<file path="src/rtl/bt_pkg.sv">
package bt_pkg;

  // ****************************************
  // register map
  // ****************************************
  localparam logic [7:0] MODE_ADDR     = 8'hd8; // basic_timer_mode
  localparam logic [7:0] COUNT_ADDR    = 8'hd9; // basic_timer_count
  localparam logic [7:0] IRQ_STAT_ADDR = 8'hda; // sticky event status
  localparam logic [7:0] IRQ_EN_ADDR   = 8'hdb; // event enables
  localparam logic [7:0] IRQ_CLR_ADDR  = 8'hdc; // write one to clear
  localparam logic [7:0] LP_ADDR       = 8'hdd; // low-power mode control

  localparam logic [7:0] MODE_RST  = 8'h00;
  localparam logic [7:0] COUNT_RST = 8'h00;
  localparam logic [7:0] COUNT_MAX = 8'hff;
  localparam logic [7:0] COUNT_ONE = 8'h01;

  // ****************************************
  // field layout
  // ****************************************
  localparam int RUN_BIT     = 7;
  localparam int PRE_MSB     = 6;
  localparam int PRE_LSB     = 4;
  localparam logic [7:0] MODE_MASK = 8'hf0; // bits 3:0 read zero

  // status / enable / clear layout
  localparam int EV_OVF  = 0;
  localparam int EV_WAKE = 1;
  localparam int EV_W    = 2;

  // low-power control bit
  localparam int LP_BIT = 0;

  // interrupt vector of the overflow request
  localparam logic [7:0] OVF_VECTOR = 8'h08;

  // prescaler
  localparam int PRE_W = 8;
  localparam logic [PRE_W-1:0] PRE_ONE = 8'h01;

endpackage

</file>
<file path="src/rtl/bt_timer.sv">
// The strobed register port is this design's own decision.
`timescale 1ns/1ps


module bt_timer
(
  input  wire logic       clk_sys_i,
  input  wire logic       rst_i,
  input  wire logic [7:0] addr_i,
  input  wire logic [7:0] wdata_i,
  input  wire logic       wr_i,
  input  wire logic       rd_i,
  output logic      [7:0] rdata_o,
  output logic            irq_o,
  output logic      [7:0] irq_vector_o,
  output logic            wake_o,
  output logic            overflow_o
);

  // ****************************************
  // state
  // ****************************************
  logic [7:0]            mode_q;
  logic [7:0]            count_q;
  logic [7:0]            count_d;
  logic [bt_pkg::EV_W-1:0] stat_q;
  logic [bt_pkg::EV_W-1:0] stat_d;
  logic [bt_pkg::EV_W-1:0] en_q;
  logic                  lp_q;
  logic [7:0]            rdata_q;
  logic                  tick;
  logic                  run;
  logic                  wrap;
  logic [bt_pkg::EV_W-1:0] ev;

  // address match used by several decoders
  function automatic logic hit(input logic [7:0] a, input logic [7:0] r);
    hit = (a == r);
  endfunction

  assign run = mode_q[bt_pkg::RUN_BIT];

  // ****************************************
  // prescaler
  // ****************************************
  // divisor chosen by select
  bt_prescaler u_pre
  (
    .clk_sys_i (clk_sys_i),
    .rst_i     (rst_i),
    .run_i     (run),
    .sel_i     (mode_q[bt_pkg::PRE_MSB:bt_pkg::PRE_LSB]),
    .tick_o    (tick)
  );

  assign wrap = tick && (count_q == bt_pkg::COUNT_MAX);

  // ****************************************
  // mode register
  // ****************************************
  always_ff @(posedge clk_sys_i)
  begin
    if (rst_i)
    begin
      mode_q <= bt_pkg::MODE_RST;
    end
    else if (wr_i && hit(addr_i, bt_pkg::MODE_ADDR))
    begin
      mode_q <= wdata_i & bt_pkg::MODE_MASK;
    end
  end

  // ****************************************
  // counter
  // ****************************************
  // a software write wins over a tick in the same cycle
  // interval runs from preload up to the wrap
  always_comb
  begin
    count_d = count_q;
    if (wr_i && hit(addr_i, bt_pkg::COUNT_ADDR))
    begin
      count_d = wdata_i;
    end
    else if (tick)
    begin
      count_d = count_q + bt_pkg::COUNT_ONE;
    end
  end

  always_ff @(posedge clk_sys_i)
  begin
    if (rst_i)
    begin
      count_q <= bt_pkg::COUNT_RST;
    end
    else
    begin
      count_q <= count_d;
    end
  end

  // ****************************************
  // low-power mode control
  // ****************************************
  always_ff @(posedge clk_sys_i)
  begin
    if (rst_i)
    begin
      lp_q <= 1'b0;
    end
    else if (wr_i && hit(addr_i, bt_pkg::LP_ADDR))
    begin
      lp_q <= wdata_i[bt_pkg::LP_BIT];
    end
  end

  // ****************************************
  // events and interrupt
  // ****************************************
  always_comb
  begin
    ev = '0;
    ev[bt_pkg::EV_OVF]  = wrap;
    ev[bt_pkg::EV_WAKE] = wrap && lp_q;
  end

  // clear only by software; set beats clear
  always_comb
  begin
    stat_d = stat_q;
    if (wr_i && hit(addr_i, bt_pkg::IRQ_CLR_ADDR))
    begin
      stat_d = stat_q & ~wdata_i[bt_pkg::EV_W-1:0];
    end
    stat_d = stat_d | ev;
  end

  always_ff @(posedge clk_sys_i)
  begin
    if (rst_i)
    begin
      stat_q <= '0;
    end
    else
    begin
      stat_q <= stat_d;
    end
  end

  always_ff @(posedge clk_sys_i)
  begin
    if (rst_i)
    begin
      en_q <= '0;
    end
    else if (wr_i && hit(addr_i, bt_pkg::IRQ_EN_ADDR))
    begin
      en_q <= wdata_i[bt_pkg::EV_W-1:0];
    end
  end

  // level request while enabled flag set
  assign irq_o        = |(stat_q & en_q);
  assign irq_vector_o = bt_pkg::OVF_VECTOR;
  assign wake_o       = stat_q[bt_pkg::EV_WAKE];
  assign overflow_o   = stat_q[bt_pkg::EV_OVF];

  // ****************************************
  // read port
  // ****************************************
  // data valid the cycle after the strobe only
  always_ff @(posedge clk_sys_i)
  begin
    if (rst_i)
    begin
      rdata_q <= '0;
    end
    else if (!rd_i)
    begin
      rdata_q <= '0;
    end
    else if (hit(addr_i, bt_pkg::MODE_ADDR))
    begin
      rdata_q <= mode_q;
    end
    else if (hit(addr_i, bt_pkg::COUNT_ADDR))
    begin
      rdata_q <= count_q;
    end
    else if (hit(addr_i, bt_pkg::IRQ_STAT_ADDR))
    begin
      rdata_q <= {6'h00, stat_q};
    end
    else if (hit(addr_i, bt_pkg::IRQ_EN_ADDR))
    begin
      rdata_q <= {6'h00, en_q};
    end
    else if (hit(addr_i, bt_pkg::LP_ADDR))
    begin
      rdata_q <= {7'h00, lp_q};
    end
    else
    begin
      rdata_q <= '0; // unmapped and clear register read zero
    end
  end

  assign rdata_o = rdata_q;

  // ****************************************
  // checks
  // ****************************************
  a_stop_holds: assert property (@(posedge clk_sys_i) disable iff (rst_i)
    (!run && !(wr_i && addr_i == bt_pkg::COUNT_ADDR))
      |=> $stable(count_q))
    else $error("count moved while stopped");

  a_tick_adv: assert property (@(posedge clk_sys_i) disable iff (rst_i)
    (tick && !(wr_i && addr_i == bt_pkg::COUNT_ADDR))
      |=> count_q == $past(count_q) + 8'h01)
    else $error("count did not advance on tick");

  a_wrap_flag: assert property (@(posedge clk_sys_i) disable iff (rst_i)
    wrap |=> overflow_o && count_q == 8'h00)
    else $error("wrap did not set flag");

  a_flag_sticky: assert property (@(posedge clk_sys_i) disable iff (rst_i)
    (overflow_o && !(wr_i && addr_i == bt_pkg::IRQ_CLR_ADDR))
      |=> overflow_o)
    else $error("flag dropped without clear");

  a_no_reload: assert property (@(posedge clk_sys_i) disable iff (rst_i)
    $rose(overflow_o) |-> count_q == 8'h00)
    else $error("counter reloaded on wrap");

  a_irq_level: assert property (@(posedge clk_sys_i) disable iff (rst_i)
    (overflow_o && en_q[bt_pkg::EV_OVF]) |-> irq_o
      && irq_vector_o == 8'h08)
    else $error("enabled overflow without request");

  a_wake_lp: assert property (@(posedge clk_sys_i) disable iff (rst_i)
    (wrap && lp_q) |=> wake_o && overflow_o)
    else $error("no wake on low-power overflow");

  a_div_two: assert property (@(posedge clk_sys_i) disable iff (rst_i)
    (tick && run && mode_q[6:4] == 3'b111 && $stable(mode_q)
      && !(wr_i && addr_i == bt_pkg::MODE_ADDR))
      |=> !tick ##1 tick)
    else $error("divide by two spacing wrong");

  a_stop_pre: assert property (@(posedge clk_sys_i) disable iff (rst_i)
    !run |-> !tick)
    else $error("tick while stopped");

endmodule

</file>
<file path="src/rtl/bt_prescaler.sv">
`timescale 1ns/1ps

// divider of the instruction clock, held while stopped; tick once per divided period
module bt_prescaler
(
  input  wire logic       clk_sys_i,
  input  wire logic       rst_i,
  input  wire logic       run_i,
  input  wire logic [2:0] sel_i,
  output logic            tick_o
);

  logic [bt_pkg::PRE_W-1:0] div_q;
  logic [bt_pkg::PRE_W-1:0] div_d;
  logic [bt_pkg::PRE_W-1:0] mask;

  // code 000 divides by 256, each step up halves the divisor
  always_comb
  begin
    mask   = 8'hff >> sel_i;
    div_d  = div_q + bt_pkg::PRE_ONE;
    tick_o = run_i && ((div_q & mask) == mask);
  end

  // counter frozen while stopped so the phase resumes intact
  always_ff @(posedge clk_sys_i)
  begin
    if (rst_i)
    begin
      div_q <= '0;
    end
    else if (run_i)
    begin
      div_q <= div_d;
    end
  end

endmodule

</file>
<file path="config.mk">
export PLATFORM = sky130hd
export DESIGN_NAME = bt_timer
export DESIGN_NICKNAME = d
export VERILOG_FILES = /design/src/rtl/bt_pkg.sv /design/src/rtl/bt_timer.sv /design/src/rtl/bt_prescaler.sv
export SDC_FILE = /design/constraint.sdc
export NUM_CORES = 1
export LEC_CHECK = 0
export BUFFER_PORTS_ARGS = -buffer_cell sky130_fd_sc_hd__buf_2
export CAP_MARGIN = 0
export CORE_UTILIZATION = 40
export DETAILED_ROUTE_END_ITERATION = 7
export PLACE_DENSITY = 0.6
export SLEW_MARGIN = 25
export SYNTH_ARGS = -nofsm -noshare
export SYNTH_HDL_FRONTEND = slang
export SYNTH_SLANG_ARGS = --single-unit
</file>
<file path="constraint.sdc">
create_clock -name clk_sys_i -period 3.2 [get_ports clk_sys_i]
set_input_delay 0.32 -clock clk_sys_i [delete_from_list [all_inputs] [get_ports clk_sys_i]]
set_output_delay 0.32 -clock clk_sys_i [all_outputs]
set_load 0.005 [all_outputs]
</file>
Yosys cells after proc, flatten, opt, wreduce, memory -nomap -nowiden. Cells that the tools add are included.

Register bits: 33. Input bits: 20. Word-level logic and storage cells: 45.

Add/sub/neg operators: 2. Equal/unequal tests: 8. Shifts and indexed selects: 1. Muxes and demuxes: 8. Bitwise logic cells: 6. Reductions and logical operators: 12.

Operators by type and width (count): $eq A8 B8 Y1 const B (7); $mux W8 (4); $add A8 B1 Y8 const B (2); $and A8 B8 Y8 (1); $eq A8 B8 Y1 (1); $logic_and A1 B1 Y1 (8); $shr A8 B3 Y8 const A (1); $mux W2 (3); $and A2 B2 Y2 (2); $reduce_or A2 Y1 (2); $reduce_or A3 Y1 (1); $not A2 Y2 (1); $or A2 B2 Y2 (1); $reduce_bool A2 Y1 (1); $mux W1 (1); $not A1 Y1 (1).

Longest topological paths before layout. Gate-level depths: netlist of the first run.

Depth after elaboration: 7. Gate-level depth with buffers: 6. Depth with buffers taken out: 4.

Hierarchy. A second synthesis of the first run with hierarchy kept.

Cell total of the unflattened synthesis: 179. Area total of the unflattened synthesis: 1665.3 sq um.

By module, submodules not included: bt_timer (instances 1, cells each 134, area an instance 1267.5 sq um); bt_prescaler (instances 1, cells each 45, area an instance 397.9 sq um).

Worst setup path before layout of the first run. Ideal clock, no wire load.

Path type: reg-to-reg. From: register u_pre.div_q[2] (netlist name). To: register count_q[5]. Setup time: 0.120 ns. Arrival time: 1.585 ns. Path slack: 1.496 ns. Cell stages (with the launch flop): 5. Path buffers: 0. Period minus slack after synthesis: 1.704 ns. Cell sequence: dfxtp_1 -> o21ai_1 -> a222oi_1 -> a2111oi_0 -> a211o_1.

Cells in the longest elaborated chain, start to end: 4.

RTL lines: start, declared (line bt_prescaler.sv:13) `logic [bt_pkg::PRE_W-1:0] div_q;`; start signal, assigned (line bt_prescaler.sv:34) `div_q <= div_d;`; $and A8 B8 Y8 (line bt_prescaler.sv:22) `tick_o = run_i && ((div_q & mask) == mask);`; $eq A8 B8 Y1 (line bt_prescaler.sv:22); $logic_and A1 B1 Y1 (line bt_prescaler.sv:22); $reduce_bool A2 Y1 (no line); end signal, assigned (line bt_timer.sv:95) `count_q <= bt_pkg::COUNT_RST;`; end signal, assigned (line bt_timer.sv:99) `count_q <= count_d;`; end, declared (line bt_timer.sv:24) `logic [7:0] count_q;`.

No other way between the ends. A chain may end at the register's enable or synchronous reset.

Worst setup path after layout of the first run.
From: register u_pre.div_q[2] (netlist name). To: register count_q[6].

Same word-level chain as after synthesis.

==> results of run 1 <==
==> area by class of cell <==
class,count,area [um2],area share (%)
clock buffer,7,86.3,4.33
clock inverter,1,30.0,1.51
inverter,13,48.8,2.45
multi-input combinational,148,947,47.5
sequential,33,661,33.1
tap,50,62.6,3.14
timing repair buffer,31,158,7.91
==> worst max-delay path: cells and delay by family, from the launching register on <==
| family | cells | cell delay, ns |
|---|---|---|
| compound gates | 3 | 0.63 |
| flops | 1 | 0.43 |
| simple gates | 1 | 0.59 |
==> metal layers <==
layer	GRT usage, %	routed length (um)
met5	0	0
met4	8.59	72
met3	3.50	126
met2	27.1	1620
met1	27.4	2050
==> metrics by stage <==
| step | std cells | setup WS, ns |
|---|---|---|
| after floorplan | 211 | 1.50 |
| after global placement | 275 | 1.33 |
| after detailed placement | 275 | 1.30 |
| after CTS | 283 | 1.45 |
| after global routing | 283 | 1.30 |
| final | 283 | 1.41 |
==> placed cells by master (no fill, tap or decap), types with 5 or more instances in the layout <==
cell type | Yosys | layout
inv_1 | 13 | 13
a211o_1 | 5 | 5
nand3_1 | 7 | 7
dfxtp_1 | 33 | 33
nor2_1 | 31 | 31
clkbuf_8 | 0 | 6
conb_1 | 2 | 8
mux2i_1 | 12 | 12
nand2_1 | 9 | 9
nand4_1 | 14 | 14
o21ai_0 | 7 | 7
buf_2 | 0 | 30
==> kinds of logic (layout without fill, tap and decap cells) <==
logic type	Yosys count	after routing	share of synthesized area, %
buffers and inverters	30	52	8.65
other	2	8	0.433
adder cells (fa/ha/maj)	2	2	1.44
flip-flops	33	33	38.1
AO/OA/AOI/OAI	33	33	14.6
AND/OR/NAND/NOR	88	88	27.3
multiplexers	12	12	6.92
XOR/XNOR	5	5	2.52
==> worst max-delay path by stage <==
stage / from / endpoint / slack, ns / cells past startpoint
2_1_floorplan: u_pre.div_q[2]$_SDFFE_PP0P_ / count_q[5]$_SDFFE_PP0P_ / 1.50 / 4
3_3_place_gp: addr_i[5] / count_q[5]$_SDFFE_PP0P_ / 1.33 / 5
3_5_place_dp: addr_i[5] / count_q[5]$_SDFFE_PP0P_ / 1.30 / 5
4_1_cts: u_pre.div_q[2]$_SDFFE_PP0P_ / count_q[6]$_SDFFE_PP0P_ / 1.45 / 4
5_1_grt: mode_q[7]$_SDFFE_PP0P_ / count_q[7]$_SDFFE_PP0P_ / 1.30 / 4
6_report: u_pre.div_q[2]$_SDFFE_PP0P_ / count_q[6]$_SDFFE_PP0P_ / 1.41 / 4
==> power by group <==
part           total, uW  internal, uW  switching (uW)
clock                408           254             154
combinational       41.5          14.5            27.0
sequential           411           411           0.343
==> sequential cells by signal, summed over array words and instances, names as in the netlist <==
name and flops:
lp_q 1, rdata_o 8, u_pre.div_q 8, stat_q 2, en_q 2, count_q 8
mode_q 4
==> impl_metrics.yaml, run 1 <==
global_routing:
  grt_start_max_net_pins: 34
  grt_pass1_vias: 1305
  grtUsageTotal_pct: 19.0
  grt_pass1_wl_um: 6390
  antenna_found_initial: 0
  grt_overflow: 0
die:
  core_um2: 4090
  die-width_um: 67.9
  die_area_um2: 4610
  initial_core_util_pct: 42.5
  io_pins: 39
  die_y_um: 67.9
  std_cell_rows: 23
power_and_ir_drop:
  power.total_uw: 861
  power_leakage_uw: 0.000857
  peakVddDrop_mv: 0.241
  power_density_nw_per_um2: 432
sta:
  hold_violations: 0
  fin_hold_ws_ns: 0.228
  fin_crit_sh_pct: 55.9
  tightest_slew_ns: 0.636
  skew_ns: 0.00634
  clock.fmax_ghz: 0.559
  tns_ns: 0
  setup_viol: 0
  slew-limit-headroom_pct: 57.6
  fin_crit_ns: 1.79
  rsz0062_at_grt: "no"
  slew_violations: 0
logic_synthesis:
  synthDistinctLibCells: 44
  synth_edf_count: 0
  ys_async_sr_fraction_pct: 0
  yosysWarnings: 0
  synth.area.top_cells: "dfxtp_1 38%, mux2i_1 6.9%, nor2_1 6.7%"
  netlist.area_leader.share_pct: 38.1
  synthFlopType: "dfxtp_1"
  synthTopCellsByCount: "33 x dfxtp_1, 31 x nor2_1, 14 x nand4_1, 13 x inv_1, 12 x mux2i_1"
  syn_area_um2: 1740
  synth-seq-cells: 33
  synth_area_leader_cell: "dfxtp_1"
  ys_seq_area_share_pct: 38.1
  netlist_instances: 205
  syn_avg_cell_area_um2: 8.47
  synth.most_common_cell: "dfxtp_1"
layout:
  fin_util_pct: 48.8
  drive_gt1_share_pct: 19.3
  fill_cells: 419
  layout.nets: 254
  area_growth_pct: 14.9
  n_antenna_cell: 0
  design_area_um2: 1990
worst_setup_path:
  critPathKind: "flop to flop"
  r2r-start: "u_pre.div_q[2]$_SDFFE_PP0P_"
  critPathSlowestCell: "nor3b_1"
  r2r_end: "count_q[6]$_SDFFE_PP0P_"
  crit_path_start_kind: "flop"
  ff2ff_path_depth: 4
  reg2reg_slack_ns: 1.41
  path_cells: "a41oi_1 -> nor3b_1 -> a31o_2 -> a31oi_1"
  endpoint_kind: "flop"
  cp_max_fo: 6
  slowest_delay_ns: 0.59
  cp.required_ns: 3.36
  arrival_ns: 1.95
cts:
  cts_inserted_buffers: 5
  cts.sinks: 33
  post_cts_buffers: 0
  clockBufferDepth: 2
  cts_root_buffer: "clkbuf_8"
  cts_resized: 0
  insertion_delay_ns: 0.29
  htree_levels: 2
  tritoncts: "yes"
  hold_buffers: 0
  cts.clk_slew.worst_paths_ns: 0.07
detailed_routing:
  viasPerCell: 5.45
  num_vias: 1541
  wl_um: 3870
  wl_per_cell_um: 13.7
  drtAntennaViolNets: 0
  drt-pass1-iter-count: 4
  drt-initial-drc-count: 77
  drc: 0
place:
  placed_area_um2: 1880
  portBuffers: 30
  place_congestion: 0.832
  dp_hpwl_um: 2790
run_status:
  status: "finished clean"
min_path:
  hold_path.class: "primary input to flop"
  min_from: "wdata_i[3]"
  holdPathStages: 2
  holdPathEnd: "count_q[3]$_SDFFE_PP0P_"
job:
  maxCapViolCount: 0
Note: power is estimated with default switching activity, not from simulation.
==> inputs of run 2 (changes only) <==
Clock period 3.2 ns to 1.85 ns, I/O delays scaled along.
==> impl_metrics.yaml, run 2 (synthesis results as in run 1) <==
worst_setup_path:
  cp_max_fo: 6
  endpoint_kind: "flop"
  cp.required_ns: 2.02
  critPathSlowestCell: "nor4b_1"
  crit_buf_inv: 0
  slowest_delay_ns: 0.44
  crit_path_start_kind: "flop"
  critical-path-top-delay-family: "compound AO/OA/AOI/OAI gates"
  arrival_ns: 1.83
  critPathKind: "flop to flop"
  path_cells: "a41oi_2 -> nor4b_1 -> a2111oi_1 -> a211o_1"
sta:
  fin_crit_sh_pct: 89.9
  fin_crit_ns: 1.66
  rsz0062_at_grt: "no"
  skew_ns: 0.00450
  slew_violations: 0
  tns_ns: 0
  clock.fmax_ghz: 0.601
  hold_violations: 0
  setup_viol: 0
cts:
  cts.sinks: 33
  cts_inserted_buffers: 5
  insertion_delay_ns: 0.28
  cts_root_buffer: "clkbuf_8"
  cts.clk_slew.worst_paths_ns: 0.06
  clockBufferDepth: 2
  tritoncts: "yes"
  post_cts_buffers: 0
  htree_levels: 2
die:
  std_cell_rows: 23
  core_um2: 4090
  die_y_um: 67.9
  die-width_um: 67.9
  initial_core_util_pct: 42.5
  io_pins: 39
  die_area_um2: 4610
detailed_routing:
  wl_um: 4090
  wl_per_cell_um: 14.0
  drtAntennaViolNets: 0
  viasPerCell: 5.43
  num_vias: 1590
  drc: 0
  drt-initial-drc-count: 89
  drt-pass1-iter-count: 4
run_status:
  status: "finished clean"
global_routing:
  grtUsageTotal_pct: 19.1
  grt_start_max_net_pins: 26
  antenna_found_initial: 0
  grt_pass1_wl_um: 6510
  grt_pass1_vias: 1401
  grt_overflow: 0
layout:
  fin_util_pct: 50.1
  final_common_cell: "dfxtp_1"
  n_antenna_cell: 0
  instances_no_fill: 293
  layout.nets: 266
  area_growth_pct: 18.0
  fill_cells: 392
  final_cell_mix: "33 x dfxtp_1, 31 x nor2_1, 30 x buf_2"
  drive_gt1_share_pct: 23.5
place:
  portBuffers: 30
  dp_hpwl_um: 3000
  place_congestion: 0.842
  dp_cells: 287
job:
  maxCapViolCount: 0
power_and_ir_drop:
  power_density_nw_per_um2: 623
  peakVddDrop_mv: 0.361
  power_leakage_uw: 0.000901
min_path:
  hold_path.class: "primary input to flop"
run 2: changes by cell type in the layout (fill, tap and decap cells not counted), sizes merged:
| cell | change |
|---|---|
| clkinv | +1 |
| clkbuf | -2 |
| bufinv | -1 |
| buf | +12 |
run 2: cell type report:
cell class | instances | area (um2) | share of cell area [%]
Timing Repair Buffer | 43 | 248 | 12.1
Clock inverter | 1 | 5.00 | 0.244
Tap cell | 50 | 62.6 | 3.05
Sequential cell | 33 | 661 | 32.3
Clock buffer | 5 | 68.8 | 3.36
Inverter | 13 | 48.8 | 2.38
Multi-Input combinational cell | 148 | 955 | 46.6
run 2: repair_timing:
action | CTS | global route
hold buffers | 0 | 0
gates resized for setup | 0 | 1
endpoints found under the setup margin | 0 | 1
run 2: stage by stage:
stage          instance area [um2]  power (uW)  hold slack, ns  worst slack, ns
4_1_cts                       2040        1290           0.102            0.111
3_5_place_dp                  1970         807           0.393            0.123
6_report                      2050        1280           0.109            0.186
2_1_floorplan                 1760         777           0.303            0.146
3_3_place_gp                  1970         806           0.389            0.158
5_1_grt                       2050        1330           0.105           0.0773
run 2: worst paths after layout:
kind                                             startpoint                       to  slack (ns)  depth (start not counted)
worst max register to register  u_pre.div_q[2]$_SDFFE_PP0P_  count_q[7]$_SDFFE_PP0P_        0.19                          4
worst min register to register            lp_q$_SDFFE_PP0P_        lp_q$_SDFFE_PP0P_        0.51                          2
worst min-delay path                             wdata_i[3]  count_q[3]$_SDFFE_PP0P_        0.11                          2
worst max-delay path            u_pre.div_q[2]$_SDFFE_PP0P_  count_q[7]$_SDFFE_PP0P_        0.19                          4
run 2: report_power, final:
part / total (uW) / internal (uW) / switching [uW]
clock: 485 / 247 / 238
combinational: 80.7 / 31.4 / 49.3
sequential: 711 / 711 / 0.446
run 2: worst reg2reg max path, stage by stage (launching register included):
cell	delay, ns
dfxtp_1	0.43
a41oi_2	0.25
nor4b_1	0.44
a2111oi_1	0.15
a211o_1	0.28
run 2: per-layer routing:
| metal | global-route usage (%) | routed length [um] | vias to the layer above |
|---|---|---|---|
| met4 | 6.51 | 39 | 0 |
| met5 | 0 | 0 | - |
| met1 | 27.0 | 2090 | 734 |
| met2 | 28.0 | 1760 | 50 |
| li1 | - | - | 800 |
| met3 | 4.67 | 209 | 6 |
